### src/hdl/sds_cfg.svh
// Constants for the serdes parallel-side control block
// Operation
// - Wrap enable loops transmit stream into receiver
// - Wrap holds both serial outputs at one
// - Two byte clocks, half word rate, opposite phase
// - Received words alternate between the byte clocks
// - Comma word appears on clock A rising
// - Reference clock times ten serial bits
// - One transmit word captured per reference cycle
// - Receiver locks using the reference clock
// - Earliest received bit lands in bit zero
// - Transmit bit zero first, least significant
// - Lost signal forces received word all ones
// - Signal present follows input amplitude detector, or wrap enable
// - Frequency lock bounded, phase lock follows
// - Comma pulse only while alignment enabled
// - Alignment disabled: no realign, no pulse
`ifndef SDS_CFG_SVH
`define SDS_CFG_SVH

`define SDS_WORD_BITS        10
`define SDS_ALL_ONES         10'h3ff
`define SDS_COMMA_MASK       10'h07f
`define SDS_COMMA_VALUE      10'h07c

`define SDS_CLK_HZ           100000000
`define SDS_FREQ_LOCK_MS     500
`define SDS_FREQ_LOCK_CYCLES ((`SDS_CLK_HZ / 1000) * `SDS_FREQ_LOCK_MS)
`define SDS_BIT_CYCLES       1
`define SDS_PHASE_LOCK_BITS  2500
`define SDS_PHASE_LOCK_CYCLES (`SDS_PHASE_LOCK_BITS * `SDS_BIT_CYCLES)
`define SDS_LOCK_CONFIRM     8

`define SDS_ADDR_IRQ_STATUS  8'h00
`define SDS_ADDR_IRQ_MASK    8'h04
`define SDS_ADDR_LINK_STATE  8'h08
`define SDS_ADDR_LAST_WORD   8'h0c
`define SDS_ADDR_CTRL        8'h10

`define SDS_IRQ_COMMA        0
`define SDS_IRQ_SIG_LOST     1
`define SDS_IRQ_LOCKED       2
`define SDS_IRQ_TIMEOUT      3
`define SDS_IRQ_BITS         4
`define SDS_MASK_RESET       4'h0
`define SDS_CTRL_RESET       1'b0

`define SDS_RESP_OKAY        2'b00
`define SDS_RESP_SLVERR      2'b10

`endif

### src/hdl/sds_pkg.sv
// Types shared by the serdes parallel-side control block
package sds_pkg;
   typedef logic [9:0] sds_word_t;
   typedef enum logic [1:0] {LOCK_SEARCH, LOCK_FREQ, LOCK_PHASE} sds_lock_e;
endpackage : sds_pkg

### src/hdl/sds_pin_sync.sv
// Three-stage pin synchroniser with second/third stage agreement
`timescale 1ns/1ps
module sds_pin_sync #(
   parameter int WIDTH = 1
) (
   input  wire logic             clk,
   input  wire logic             rst,
   input  wire logic [WIDTH-1:0] pinIn,
   output logic      [WIDTH-1:0] pinOut
);
   logic [WIDTH-1:0] stage1;
   logic [WIDTH-1:0] stage2;
   logic [WIDTH-1:0] stage3;
   logic [WIDTH-1:0] agree;

   assign agree = ~(stage2 ^ stage3);

   always_ff @(posedge clk) begin
      if (rst) begin
         stage1 <= '0;
         stage2 <= '0;
         stage3 <= '0;
         pinOut <= '0;
      end else begin
         stage1 <= pinIn;
         stage2 <= stage1;
         stage3 <= stage2;
         // A bit changes only once two stages agree
         pinOut <= (stage3 & agree) | (pinOut & ~agree);
      end
   end
endmodule : sds_pin_sync

### src/hdl/sds_serializer.sv
// Transmit shift register, one serial bit per clock
`timescale 1ns/1ps
`include "sds_cfg.svh"
module sds_serializer
   import sds_pkg::*;
(
   input  wire logic              clk,
   input  wire logic              rst,
   input  wire logic              load,
   input  wire sds_pkg::sds_word_t word,
   output logic                   serialBit
);
   sds_word_t shiftReg;

   assign serialBit = shiftReg[0];

   always_ff @(posedge clk) begin
      if (rst) begin
         shiftReg <= `SDS_ALL_ONES;
      end else if (load) begin
         shiftReg <= word;
      end else begin
         shiftReg <= {1'b1, shiftReg[9:1]};
      end
   end
endmodule : sds_serializer

### src/hdl/sds_parallel_ctrl.sv
// Serdes parallel side: word intake, deserialiser, comma alignment, lock, registers
`timescale 1ns/1ps
`include "sds_cfg.svh"
module sds_parallel_ctrl #(
   parameter int FREQ_LOCK_CYCLES = `SDS_FREQ_LOCK_CYCLES
) (
   input  wire logic              clk,
   input  wire logic              rst,
   input  wire logic              referenceByteClock,
   input  wire sds_pkg::sds_word_t txWord,
   input  wire logic              serialWrapEnable,
   input  wire logic              commaAlignEnable,
   input  wire logic              serialIn,
   input  wire logic              lineAmplitudeOk,
   output logic                   serialOutP,
   output logic                   serialOutN,
   output sds_pkg::sds_word_t     rxWord,
   output logic                   recoveredByteClockA,
   output logic                   recoveredByteClockB,
   output logic                   commaSeen,
   output logic                   signalPresent,
   output logic                   rxLocked,
   output logic                   irq,
   input  wire logic [7:0]        s_axi_awaddr,
   input  wire logic              s_axi_awvalid,
   output logic                   s_axi_awready,
   input  wire logic [31:0]       s_axi_wdata,
   input  wire logic [3:0]        s_axi_wstrb,
   input  wire logic              s_axi_wvalid,
   output logic                   s_axi_wready,
   output logic [1:0]             s_axi_bresp,
   output logic                   s_axi_bvalid,
   input  wire logic              s_axi_bready,
   input  wire logic [7:0]        s_axi_araddr,
   input  wire logic              s_axi_arvalid,
   output logic                   s_axi_arready,
   output logic [31:0]            s_axi_rdata,
   output logic [1:0]             s_axi_rresp,
   output logic                   s_axi_rvalid,
   input  wire logic              s_axi_rready
);
   import sds_pkg::*;

   function automatic logic isComma(input sds_word_t w);
      return (w & `SDS_COMMA_MASK) == `SDS_COMMA_VALUE;
   endfunction : isComma

   function automatic logic isMapped(input logic [7:0] a);
      return a == `SDS_ADDR_IRQ_STATUS || a == `SDS_ADDR_IRQ_MASK ||
             a == `SDS_ADDR_LINK_STATE || a == `SDS_ADDR_LAST_WORD ||
             a == `SDS_ADDR_CTRL;
   endfunction : isMapped

   // Pin synchronisers
   logic      [13:0] pinRaw;
   logic      [13:0] pinSync;
   logic      [2:0]  serialStage;
   logic             refSync;
   logic             wrapPin;
   logic             alignEnable;
   logic             serialInSync;
   logic             amplitudeOk;
   sds_word_t        txWordSync;

   assign pinRaw = {referenceByteClock, serialWrapEnable, commaAlignEnable,
                    lineAmplitudeOk, txWord};

   sds_pin_sync #(.WIDTH(14)) pinSyncInst (
      .clk    (clk),
      .rst    (rst),
      .pinIn  (pinRaw),
      .pinOut (pinSync)
   );

   assign refSync      = pinSync[13];
   assign wrapPin      = pinSync[12];
   assign alignEnable  = pinSync[11];
   assign amplitudeOk  = pinSync[10];
   assign txWordSync   = pinSync[9:0];
   assign serialInSync = serialStage[2];

   // Serial bits last one clock, too short for the agreement filter
   always_ff @(posedge clk) begin
      if (rst) begin
         serialStage <= 3'h7;
      end else begin
         serialStage <= {serialStage[1:0], serialIn};
      end
   end

   // Register state
   logic                     ctrlWrap;
   logic [`SDS_IRQ_BITS-1:0] irqStatus;
   logic [`SDS_IRQ_BITS-1:0] irqMask;
   logic [`SDS_IRQ_BITS-1:0] irqEvents;
   logic [`SDS_IRQ_BITS-1:0] irqClear;
   logic                     wrapActive;

   assign wrapActive = wrapPin | ctrlWrap;

   // Transmit word intake on reference clock rising edge
   logic refPrev;
   logic refRise;
   logic txBit;

   assign refRise = refSync & ~refPrev;

   always_ff @(posedge clk) begin
      if (rst) begin
         refPrev <= 1'b0;
      end else begin
         refPrev <= refSync;
      end
   end

   sds_serializer serInst (
      .clk       (clk),
      .rst       (rst),
      .load      (refRise),
      .word      (txWordSync),
      .serialBit (txBit)
   );

   always_ff @(posedge clk) begin
      if (rst) begin
         serialOutP <= 1'b1;
         serialOutN <= 1'b1;
      end else if (wrapActive) begin
         serialOutP <= 1'b1;
         serialOutN <= 1'b1;
      end else begin
         serialOutP <= txBit;
         serialOutN <= ~txBit;
      end
   end

   // Receive bit source and signal detect
   logic rxBit;
   logic signalPrev;

   assign rxBit = wrapActive ? txBit : serialInSync;

   always_ff @(posedge clk) begin
      if (rst) begin
         signalPresent <= 1'b0;
         signalPrev    <= 1'b0;
      end else begin
         signalPresent <= wrapActive | amplitudeOk;
         signalPrev    <= signalPresent;
      end
   end

   // Reference period check and lock sequence
   logic [7:0]  periodCount;
   logic        periodGood;
   logic [3:0]  goodRun;
   logic [31:0] lockTimer;
   logic [31:0] phaseTimer;
   logic        lockTimeout;
   sds_lock_e   lockState;

   assign periodGood = periodCount == 8'(`SDS_WORD_BITS - 1);

   always_ff @(posedge clk) begin
      if (rst) begin
         periodCount <= '0;
         goodRun     <= '0;
      end else if (refRise) begin
         periodCount <= '0;
         if (!periodGood) begin
            goodRun <= '0;
         end else if (goodRun != 4'(`SDS_LOCK_CONFIRM)) begin
            goodRun <= goodRun + 4'd1;
         end
      end else if (periodCount != 8'hff) begin
         periodCount <= periodCount + 8'd1;
      end
   end

   always_ff @(posedge clk) begin
      if (rst) begin
         lockState   <= LOCK_SEARCH;
         lockTimer   <= '0;
         phaseTimer  <= '0;
         lockTimeout <= 1'b0;
      end else begin
         lockTimeout <= 1'b0;
         case (lockState)
            LOCK_SEARCH: begin
               phaseTimer <= '0;
               if (goodRun == 4'(`SDS_LOCK_CONFIRM)) begin
                  lockState <= LOCK_FREQ;
                  lockTimer <= '0;
               end else if (lockTimer == 32'(FREQ_LOCK_CYCLES - 1)) begin
                  lockTimeout <= 1'b1;
                  lockTimer   <= '0;
               end else begin
                  lockTimer <= lockTimer + 32'd1;
               end
            end
            LOCK_FREQ: begin
               if (refRise && !periodGood) begin
                  lockState <= LOCK_SEARCH;
               end else if (!signalPresent) begin
                  phaseTimer <= '0;
               end else if (phaseTimer == 32'(`SDS_PHASE_LOCK_CYCLES - 1)) begin
                  lockState <= LOCK_PHASE;
               end else begin
                  phaseTimer <= phaseTimer + 32'd1;
               end
            end
            LOCK_PHASE: begin
               phaseTimer <= '0;
               if (refRise && !periodGood) begin
                  lockState <= LOCK_SEARCH;
               end else if (!signalPresent) begin
                  lockState <= LOCK_FREQ;
               end
            end
            default: begin
               lockState <= LOCK_SEARCH;
            end
         endcase
      end
   end

   assign rxLocked = lockState == LOCK_PHASE;

   // Deserialiser and comma alignment
   sds_word_t rxShift;
   sds_word_t nextShift;
   sds_word_t pendWord;
   logic [3:0] bitCount;
   logic       commaHit;
   logic       wordDone;
   logic       pending;

   assign nextShift = {rxBit, rxShift[9:1]};
   assign commaHit  = alignEnable & isComma(nextShift);
   assign wordDone  = (bitCount == 4'(`SDS_WORD_BITS - 1)) | commaHit;

   always_ff @(posedge clk) begin
      if (rst) begin
         rxShift  <= `SDS_ALL_ONES;
         bitCount <= '0;
      end else begin
         rxShift  <= nextShift;
         bitCount <= wordDone ? 4'd0 : bitCount + 4'd1;
      end
   end

   always_ff @(posedge clk) begin
      if (rst) begin
         rxWord              <= `SDS_ALL_ONES;
         recoveredByteClockA <= 1'b0;
         recoveredByteClockB <= 1'b1;
         pendWord            <= `SDS_ALL_ONES;
         pending             <= 1'b0;
      end else begin
         if (pending) begin
            rxWord              <= signalPresent ? pendWord : `SDS_ALL_ONES;
            recoveredByteClockA <= 1'b1;
            recoveredByteClockB <= 1'b0;
            pending             <= 1'b0;
         end else if (wordDone && commaHit && recoveredByteClockA) begin
            // Clock A must fall before it can rise with the comma word
            recoveredByteClockA <= 1'b0;
            recoveredByteClockB <= 1'b1;
            pendWord            <= nextShift;
            pending             <= 1'b1;
         end else if (wordDone) begin
            rxWord              <= signalPresent ? nextShift : `SDS_ALL_ONES;
            recoveredByteClockA <= ~recoveredByteClockA;
            recoveredByteClockB <= recoveredByteClockA;
         end else if (!signalPresent) begin
            rxWord <= `SDS_ALL_ONES;
         end
      end
   end

   always_ff @(posedge clk) begin
      if (rst) begin
         commaSeen <= 1'b0;
      end else begin
         commaSeen <= wordDone & commaHit;
      end
   end

   // Interrupt events
   logic lockedPrev;

   always_ff @(posedge clk) begin
      if (rst) begin
         lockedPrev <= 1'b0;
      end else begin
         lockedPrev <= rxLocked;
      end
   end

   always_comb begin
      irqEvents                   = '0;
      irqEvents[`SDS_IRQ_COMMA]   = commaSeen;
      irqEvents[`SDS_IRQ_SIG_LOST] = signalPrev & ~signalPresent;
      irqEvents[`SDS_IRQ_LOCKED]  = rxLocked & ~lockedPrev;
      irqEvents[`SDS_IRQ_TIMEOUT] = lockTimeout;
   end

   assign irq = |(irqStatus & irqMask);

   // AXI4-Lite write channel
   logic [7:0]  awAddr;
   logic        awHeld;
   logic [31:0] wData;
   logic [3:0]  wStrb;
   logic        wHeld;
   logic        doWrite;

   assign s_axi_awready = ~awHeld & ~s_axi_bvalid;
   assign s_axi_wready  = ~wHeld & ~s_axi_bvalid;
   assign doWrite       = awHeld & wHeld & ~s_axi_bvalid;

   always_ff @(posedge clk) begin
      if (rst) begin
         awAddr <= '0;
         awHeld <= 1'b0;
         wData  <= '0;
         wStrb  <= '0;
         wHeld  <= 1'b0;
      end else begin
         if (s_axi_awvalid && s_axi_awready) begin
            awAddr <= s_axi_awaddr;
            awHeld <= 1'b1;
         end else if (doWrite) begin
            awHeld <= 1'b0;
         end
         if (s_axi_wvalid && s_axi_wready) begin
            wData <= s_axi_wdata;
            wStrb <= s_axi_wstrb;
            wHeld <= 1'b1;
         end else if (doWrite) begin
            wHeld <= 1'b0;
         end
      end
   end

   always_ff @(posedge clk) begin
      if (rst) begin
         s_axi_bvalid <= 1'b0;
         s_axi_bresp  <= `SDS_RESP_OKAY;
      end else if (doWrite) begin
         s_axi_bvalid <= 1'b1;
         s_axi_bresp  <= isMapped(awAddr) ? `SDS_RESP_OKAY : `SDS_RESP_SLVERR;
      end else if (s_axi_bready) begin
         s_axi_bvalid <= 1'b0;
      end
   end

   assign irqClear = (doWrite && awAddr == `SDS_ADDR_IRQ_STATUS && wStrb[0]) ?
                     wData[`SDS_IRQ_BITS-1:0] : '0;

   always_ff @(posedge clk) begin
      if (rst) begin
         irqStatus <= '0;
      end else begin
         // A new event outweighs a clear in the same cycle
         irqStatus <= (irqStatus & ~irqClear) | irqEvents;
      end
   end

   always_ff @(posedge clk) begin
      if (rst) begin
         irqMask  <= `SDS_MASK_RESET;
         ctrlWrap <= `SDS_CTRL_RESET;
      end else if (doWrite && wStrb[0]) begin
         if (awAddr == `SDS_ADDR_IRQ_MASK) begin
            irqMask <= wData[`SDS_IRQ_BITS-1:0];
         end else if (awAddr == `SDS_ADDR_CTRL) begin
            ctrlWrap <= wData[0];
         end
      end
   end

   // AXI4-Lite read channel
   logic [31:0] readValue;

   always_comb begin
      readValue = '0;
      if (s_axi_araddr == `SDS_ADDR_IRQ_STATUS) begin
         readValue = 32'(irqStatus);
      end else if (s_axi_araddr == `SDS_ADDR_IRQ_MASK) begin
         readValue = 32'(irqMask);
      end else if (s_axi_araddr == `SDS_ADDR_LINK_STATE) begin
         readValue = {26'h000_0000, wrapActive, alignEnable, lockState, rxLocked,
                      signalPresent};
      end else if (s_axi_araddr == `SDS_ADDR_LAST_WORD) begin
         readValue = 32'(rxWord);
      end else if (s_axi_araddr == `SDS_ADDR_CTRL) begin
         readValue = 32'(ctrlWrap);
      end
   end

   assign s_axi_arready = ~s_axi_rvalid;

   always_ff @(posedge clk) begin
      if (rst) begin
         s_axi_rvalid <= 1'b0;
         s_axi_rdata  <= '0;
         s_axi_rresp  <= `SDS_RESP_OKAY;
      end else if (s_axi_arvalid && s_axi_arready) begin
         s_axi_rvalid <= 1'b1;
         s_axi_rdata  <= readValue;
         s_axi_rresp  <= isMapped(s_axi_araddr) ? `SDS_RESP_OKAY : `SDS_RESP_SLVERR;
      end else if (s_axi_rready) begin
         s_axi_rvalid <= 1'b0;
      end
   end
endmodule : sds_parallel_ctrl

### config.mk
export PLATFORM = sky130hd
export DESIGN_NAME = sds_parallel_ctrl
export DESIGN_NICKNAME = d
export VERILOG_FILES = /design/src/hdl/sds_pkg.sv /design/src/hdl/sds_pin_sync.sv /design/src/hdl/sds_serializer.sv /design/src/hdl/sds_parallel_ctrl.sv
export VERILOG_INCLUDE_DIRS = /design/src /design/src/hdl
export SDC_FILE = /design/constraint.sdc
export NUM_CORES = 1
export LEC_CHECK = 0
export ABC_CLOCK_PERIOD_IN_PS = 2750
export BUFFER_PORTS_ARGS = -buffer_cell sky130_fd_sc_hd__buf_2
export CORE_UTILIZATION = 44
export DETAILED_ROUTE_END_ITERATION = 10
export PLACE_DENSITY = 0.63
export SETUP_SLACK_MARGIN = 0.3
export SYNTH_ARGS = -nofsm -noshare
export SYNTH_HDL_FRONTEND = slang
export SYNTH_SLANG_ARGS = --single-unit
### constraint.sdc
create_clock -name clk -period 2.75 [get_ports clk]
set_clock_uncertainty 0.2 [all_clocks]
set_input_delay 0 -clock clk [delete_from_list [all_inputs] [get_ports clk]]
set_output_delay 0 -clock clk [all_outputs]
set_load 0.01 [all_outputs]
Yosys cells after proc, flatten, opt, wreduce, memory -nomap -nowiden
Cells that the tools add are included.
- input bits: 74
- logic and storage cells: 195
- output and inout bits: 59
- register bits after elaboration: 254
- bitwise logic cells: 35
- muxes and demuxes: 46
- add/sub/neg operators: 5
- equality and inequality tests: 27
- reductions and logical operators: 42
- operators with widths (kind ; number):
    32-bit two-way mux ; 5
    10-bit two-way mux ; 10
    32-bit by 1-bit adder with 32-bit output, second input constant ; 2
    32-bit case mux with 2 select lines ; 1
    8-bit by 4-bit equality test with 1-bit output, second input constant ; 5
    32-bit by 12-bit equality test with 1-bit output, second input constant ; 1
    32-bit by 26-bit equality test with 1-bit output, second input constant ; 1
    14-bit AND ; 2
    14-bit inverter ; 2
    1-bit two-way mux ; 17
    8-bit by 3-bit equality test with 1-bit output, second input constant ; 2
    8-bit by 5-bit equality test with 1-bit output, second input constant ; 2
    8-bit logical NOT ; 2
    2-bit two-way mux ; 8
    14-bit OR ; 1
    14-bit XOR ; 1
    1-bit inverter ; 13
    4-bit two-way mux ; 3
    2-bit OR reduction ; 6
    2-bit nonzero test ; 5
    1-bit AND ; 9
    1-bit logical AND ; 9
    9-bit two-way mux ; 1
    3-bit != test, second input constant ; 3
    26 further kinds ; 44

Longest topological paths before layout
- depth after elaboration: 8
- mapped depth: 9
- depth with buffers taken out: 7

By module
Synthesis repeated with hierarchy kept, for this count alone.
- cell total of the unflattened synthesis: 1064
- area total of the unflattened synthesis: 9491.6 sq um
- modules (own cells, without submodules) (module ; cells each ; sequential area each (sq um) ; area each (sq um) ; times used):
    sds_parallel_ctrl ; 885 ; 3263.1 ; 7483.4 ; 1
    sds_pin_sync ; 146 ; 1121.1 ; 1634.1 ; 1
    sds_serializer ; 33 ; 200.2 ; 374.1 ; 1

Worst setup path after synthesis
OpenSTA, ideal clock, no wires.
- path kind: register -> register
- start: register lockTimer[26]
- end: register lockTimer[10]
- required time: 2.433 ns
- period minus slack after synthesis: 2.318 ns
- cell stages (with the launch flop): 7
- setup time: 0.117 ns
- buffers on the path: 1
- data arrival time: 2.002 ns
- slack: 0.432 ns
- cell sequence: dfxtp_1 > or4_1 > or3_1 > o31a_1 > buf_6 > a21o_1 > a22o_1
- word-level cells in the longest chain between the ends: 3
- ends and longest elaborated chain (item ; line ; RTL):
    start, declared ; sds_parallel_ctrl.sv:157 ; logic [31:0] lockTimer;
    start signal, assigned ; sds_parallel_ctrl.sv:198 ; lockTimer <= lockTimer + 32'd1;
    32-bit by 26-bit equality test with 1-bit output ; sds_parallel_ctrl.sv:194 ; end else if (lockTimer == 32'(FREQ_LOCK_CYCLES - 1)) begin
    32-bit two-way mux ; sds_parallel_ctrl.sv:194 ;
    32-bit two-way mux ; sds_parallel_ctrl.sv:191 ; if (goodRun == 4'(`SDS_LOCK_CONFIRM)) begin
No other way between the ends.
A chain may end at the register's enable or synchronous reset.

Worst setup path after layout
- start: register lockTimer[26]
- end: register lockTimer[7]
Same word-level chain as after synthesis.

==> reports/metrics.cfg <==
[detailed_routing]
drc=0
wl_per_cell_um=14.5
ant_nets=0
totalWireLength_um=22600
drtIter0Drc=480
dr_total_vias=8340
vias_per_cell=5.36
firstDrtPassIters=5

[logic_synthesis]
syn_area_mm2=0.00966
ys_seq_elements=229
synth_area_leaders=dfxtp_1 47%, nand2_1 6.0%, a21oi_1 4.2%
yosysTopAreaCell=dfxtp_1
synth_warnings=0
synth_top_area_share=0.474
synth-edff-count=0
avgSynthCellArea_um2=8.72
ys_seq_area_frac=0.474
ys.flop_type=dfxtp_1
synthCells=1108
synth_cell_types=65
ys_async_sr_fraction=0

[worst_setup_path]
crit_fanout=7
crit_arrival_ps=2680
required_ps=2950
regToRegSetupSlack_ps=280
path_class=reg -> reg
start_kind=flop
end_kind=flop

[floorplan]
boundaryPins=133
dieWidth_um=150
start_util=0.454
placementRows=53
die_area_mm2=0.0226
core-area_mm2=0.0213
die_h_um=150

[sta]
setup_viol=0
hold_viol=0
fin_hold_ws_ps=32.9
max_freq_mhz=404
worst_pin_slew_ps=650
rsz0062_at_grt=yes
layout_min_cycle_time_ps=2470
slew_headroom=0.563
period_share=0.900
slew_viol_final=0
tns_ps=0

[layout]
area_growth_pct=25.8
final_nets=1347
utilization=0.571
layout_common_cells=226 x dfxtp_1, 154 x nand2_1, 77 x a21oi_1
drive_gt1_frac=0.168
multiInputGateArea_mm2=0.00472
antenna_cells=0
seqCellArea_mm2=0.00459
num-fill-cells=1912
mostFrequentLayoutCell=dfxtp_1

[clocking]
numCtsBuffers=25
cts_sinks=229
cts_tree=yes
clk_path_buf_depth=3
clk_latency_ps=510
cts-root-buf=clkbuf_16
path_clk_slew_ps=60
htree_num_levels=1

[global_route]
grt_overflow=0
gr-usage-all-layers=0.196
grt_pass1_vias=7402
grt_max_degree=56
antenna_found_initial=0
grt_pass1_wl_um=36300

[placement]
hpwl_um=14000
io_buffers=77
gp_congestion=0.868

[power_and_ir_drop]
powerDensity_mw_per_mm2=603
p_leak_nw=4.60
power_mw=7.33
peakVddDrop_mv=0.498

[min_path]
worst_hold_path_type=in -> reg

[job]
drv_cap=0

[run_status]
status=completed

[what timing repair did]
item,CTS,global route
buffers inserted,0,9
hold buffers,72,0
pin swaps,0,5
gates cloned,0,4
endpoints found under the hold margin,61,0
gates resized for setup,2,26
setup endpoints to repair,6,36
[kinds of logic after synthesis]
group	share of synthesized area
AOI/OAI and AO/OA	0.143
xor gates and xnor gates	0.0109
adders and majority gates	0.0104
buffers and inverters	0.0542
DFF	0.474
muxes	0.0491
other	0.000388
and+or+nand+nor	0.258
[registers in the layout, summed over array words and instances (netlist names), 2 cells and up, named ones only]
signal	cells
awAddr	8
bitCount	4
goodRun	4
irqMask	4
irqStatus	4
lockState	2
lockTimer	32
pendWord	10
periodCount	8
phaseTimer	32
pinSyncInst.stage1	14
pinSyncInst.stage2	14
pinSyncInst.stage3	14
rxShift	9
rxWord	10
s_axi_rdata	10
serInst.shiftReg	10
serialStage	3
wData	4
[report_power, final]
group / internal [mW] / switching, mW / total (mW) / leakage [nW]
clock network: 2.22 / 1.30 / 3.53 / 0.435
logic: 0.193 / 0.186 / 0.378 / 2.31
registers: 3.38 / 0.0435 / 3.43 / 1.86
[cell type report]
cell class | instances | area share
Multi-Input combinational cell | 790 | 0.389
Sequential cell | 229 | 0.378
Timing Repair Buffer | 194 | 0.126
Clock buffer | 36 | 0.0606
Tap cell | 275 | 0.0283
Clock inverter | 8 | 0.0115
Inverter | 25 | 0.00772
[metrics by stage]
step,instance area [µm²],worst slack [ps],cells
floorplan,9750,432,1131
global placement,10300,335,1429
detailed placement,10300,273,1429
CTS,11900,285,1545
global route,12200,234,1557
finish,12200,276,1557
[Yosys cell counts (13+ instances only)]
cell and instances:
dfxtp_1 229, nand2_1 154, clkbuf_1 54, nor2_1 66, a31oi_1 25, o21ai_0 34
nor3_1 19, nand4_1 30, nor2b_1 48, a21oi_1 82, nand3_1 53, nand2b_1 20
or2_2 13, inv_1 25, buf_4 24, mux2i_1 26
[path summary, 6_finish.rpt]
check                                  start                               end  cells past startpoint
hold reg to reg    serialStage[0]$_SDFF_PP1_         serialStage[1]$_SDFF_PP1_                      1
hold / removal                     txWord[7]  pinSyncInst.stage1[7]$_SDFF_PP0_                      3
setup reg to reg  lockTimer[26]$_SDFFE_PP0P_         lockTimer[7]$_SDFFE_PP0P_                      6
setup / recovery  lockTimer[26]$_SDFFE_PP0P_         lockTimer[7]$_SDFFE_PP0P_                      6
[routing by layer]
layer,global-route usage,up-vias,share of wire
li1,-,4210,-
met1,0.272,3874,0.49
met2,0.317,215,0.44
met3,0.0282,41,0.049
met4,0.0540,0,0.022
met5,0,-,0
[critical path: stages, from the launching register on]
cell	delay, ps
dfxtp_4	360
or4_4	500
or3_4	380
o31a_1	380
buf_12	180
a21o_1	150
a22o_1	210
No activity file was read; power rests on OpenSTA's default activity.
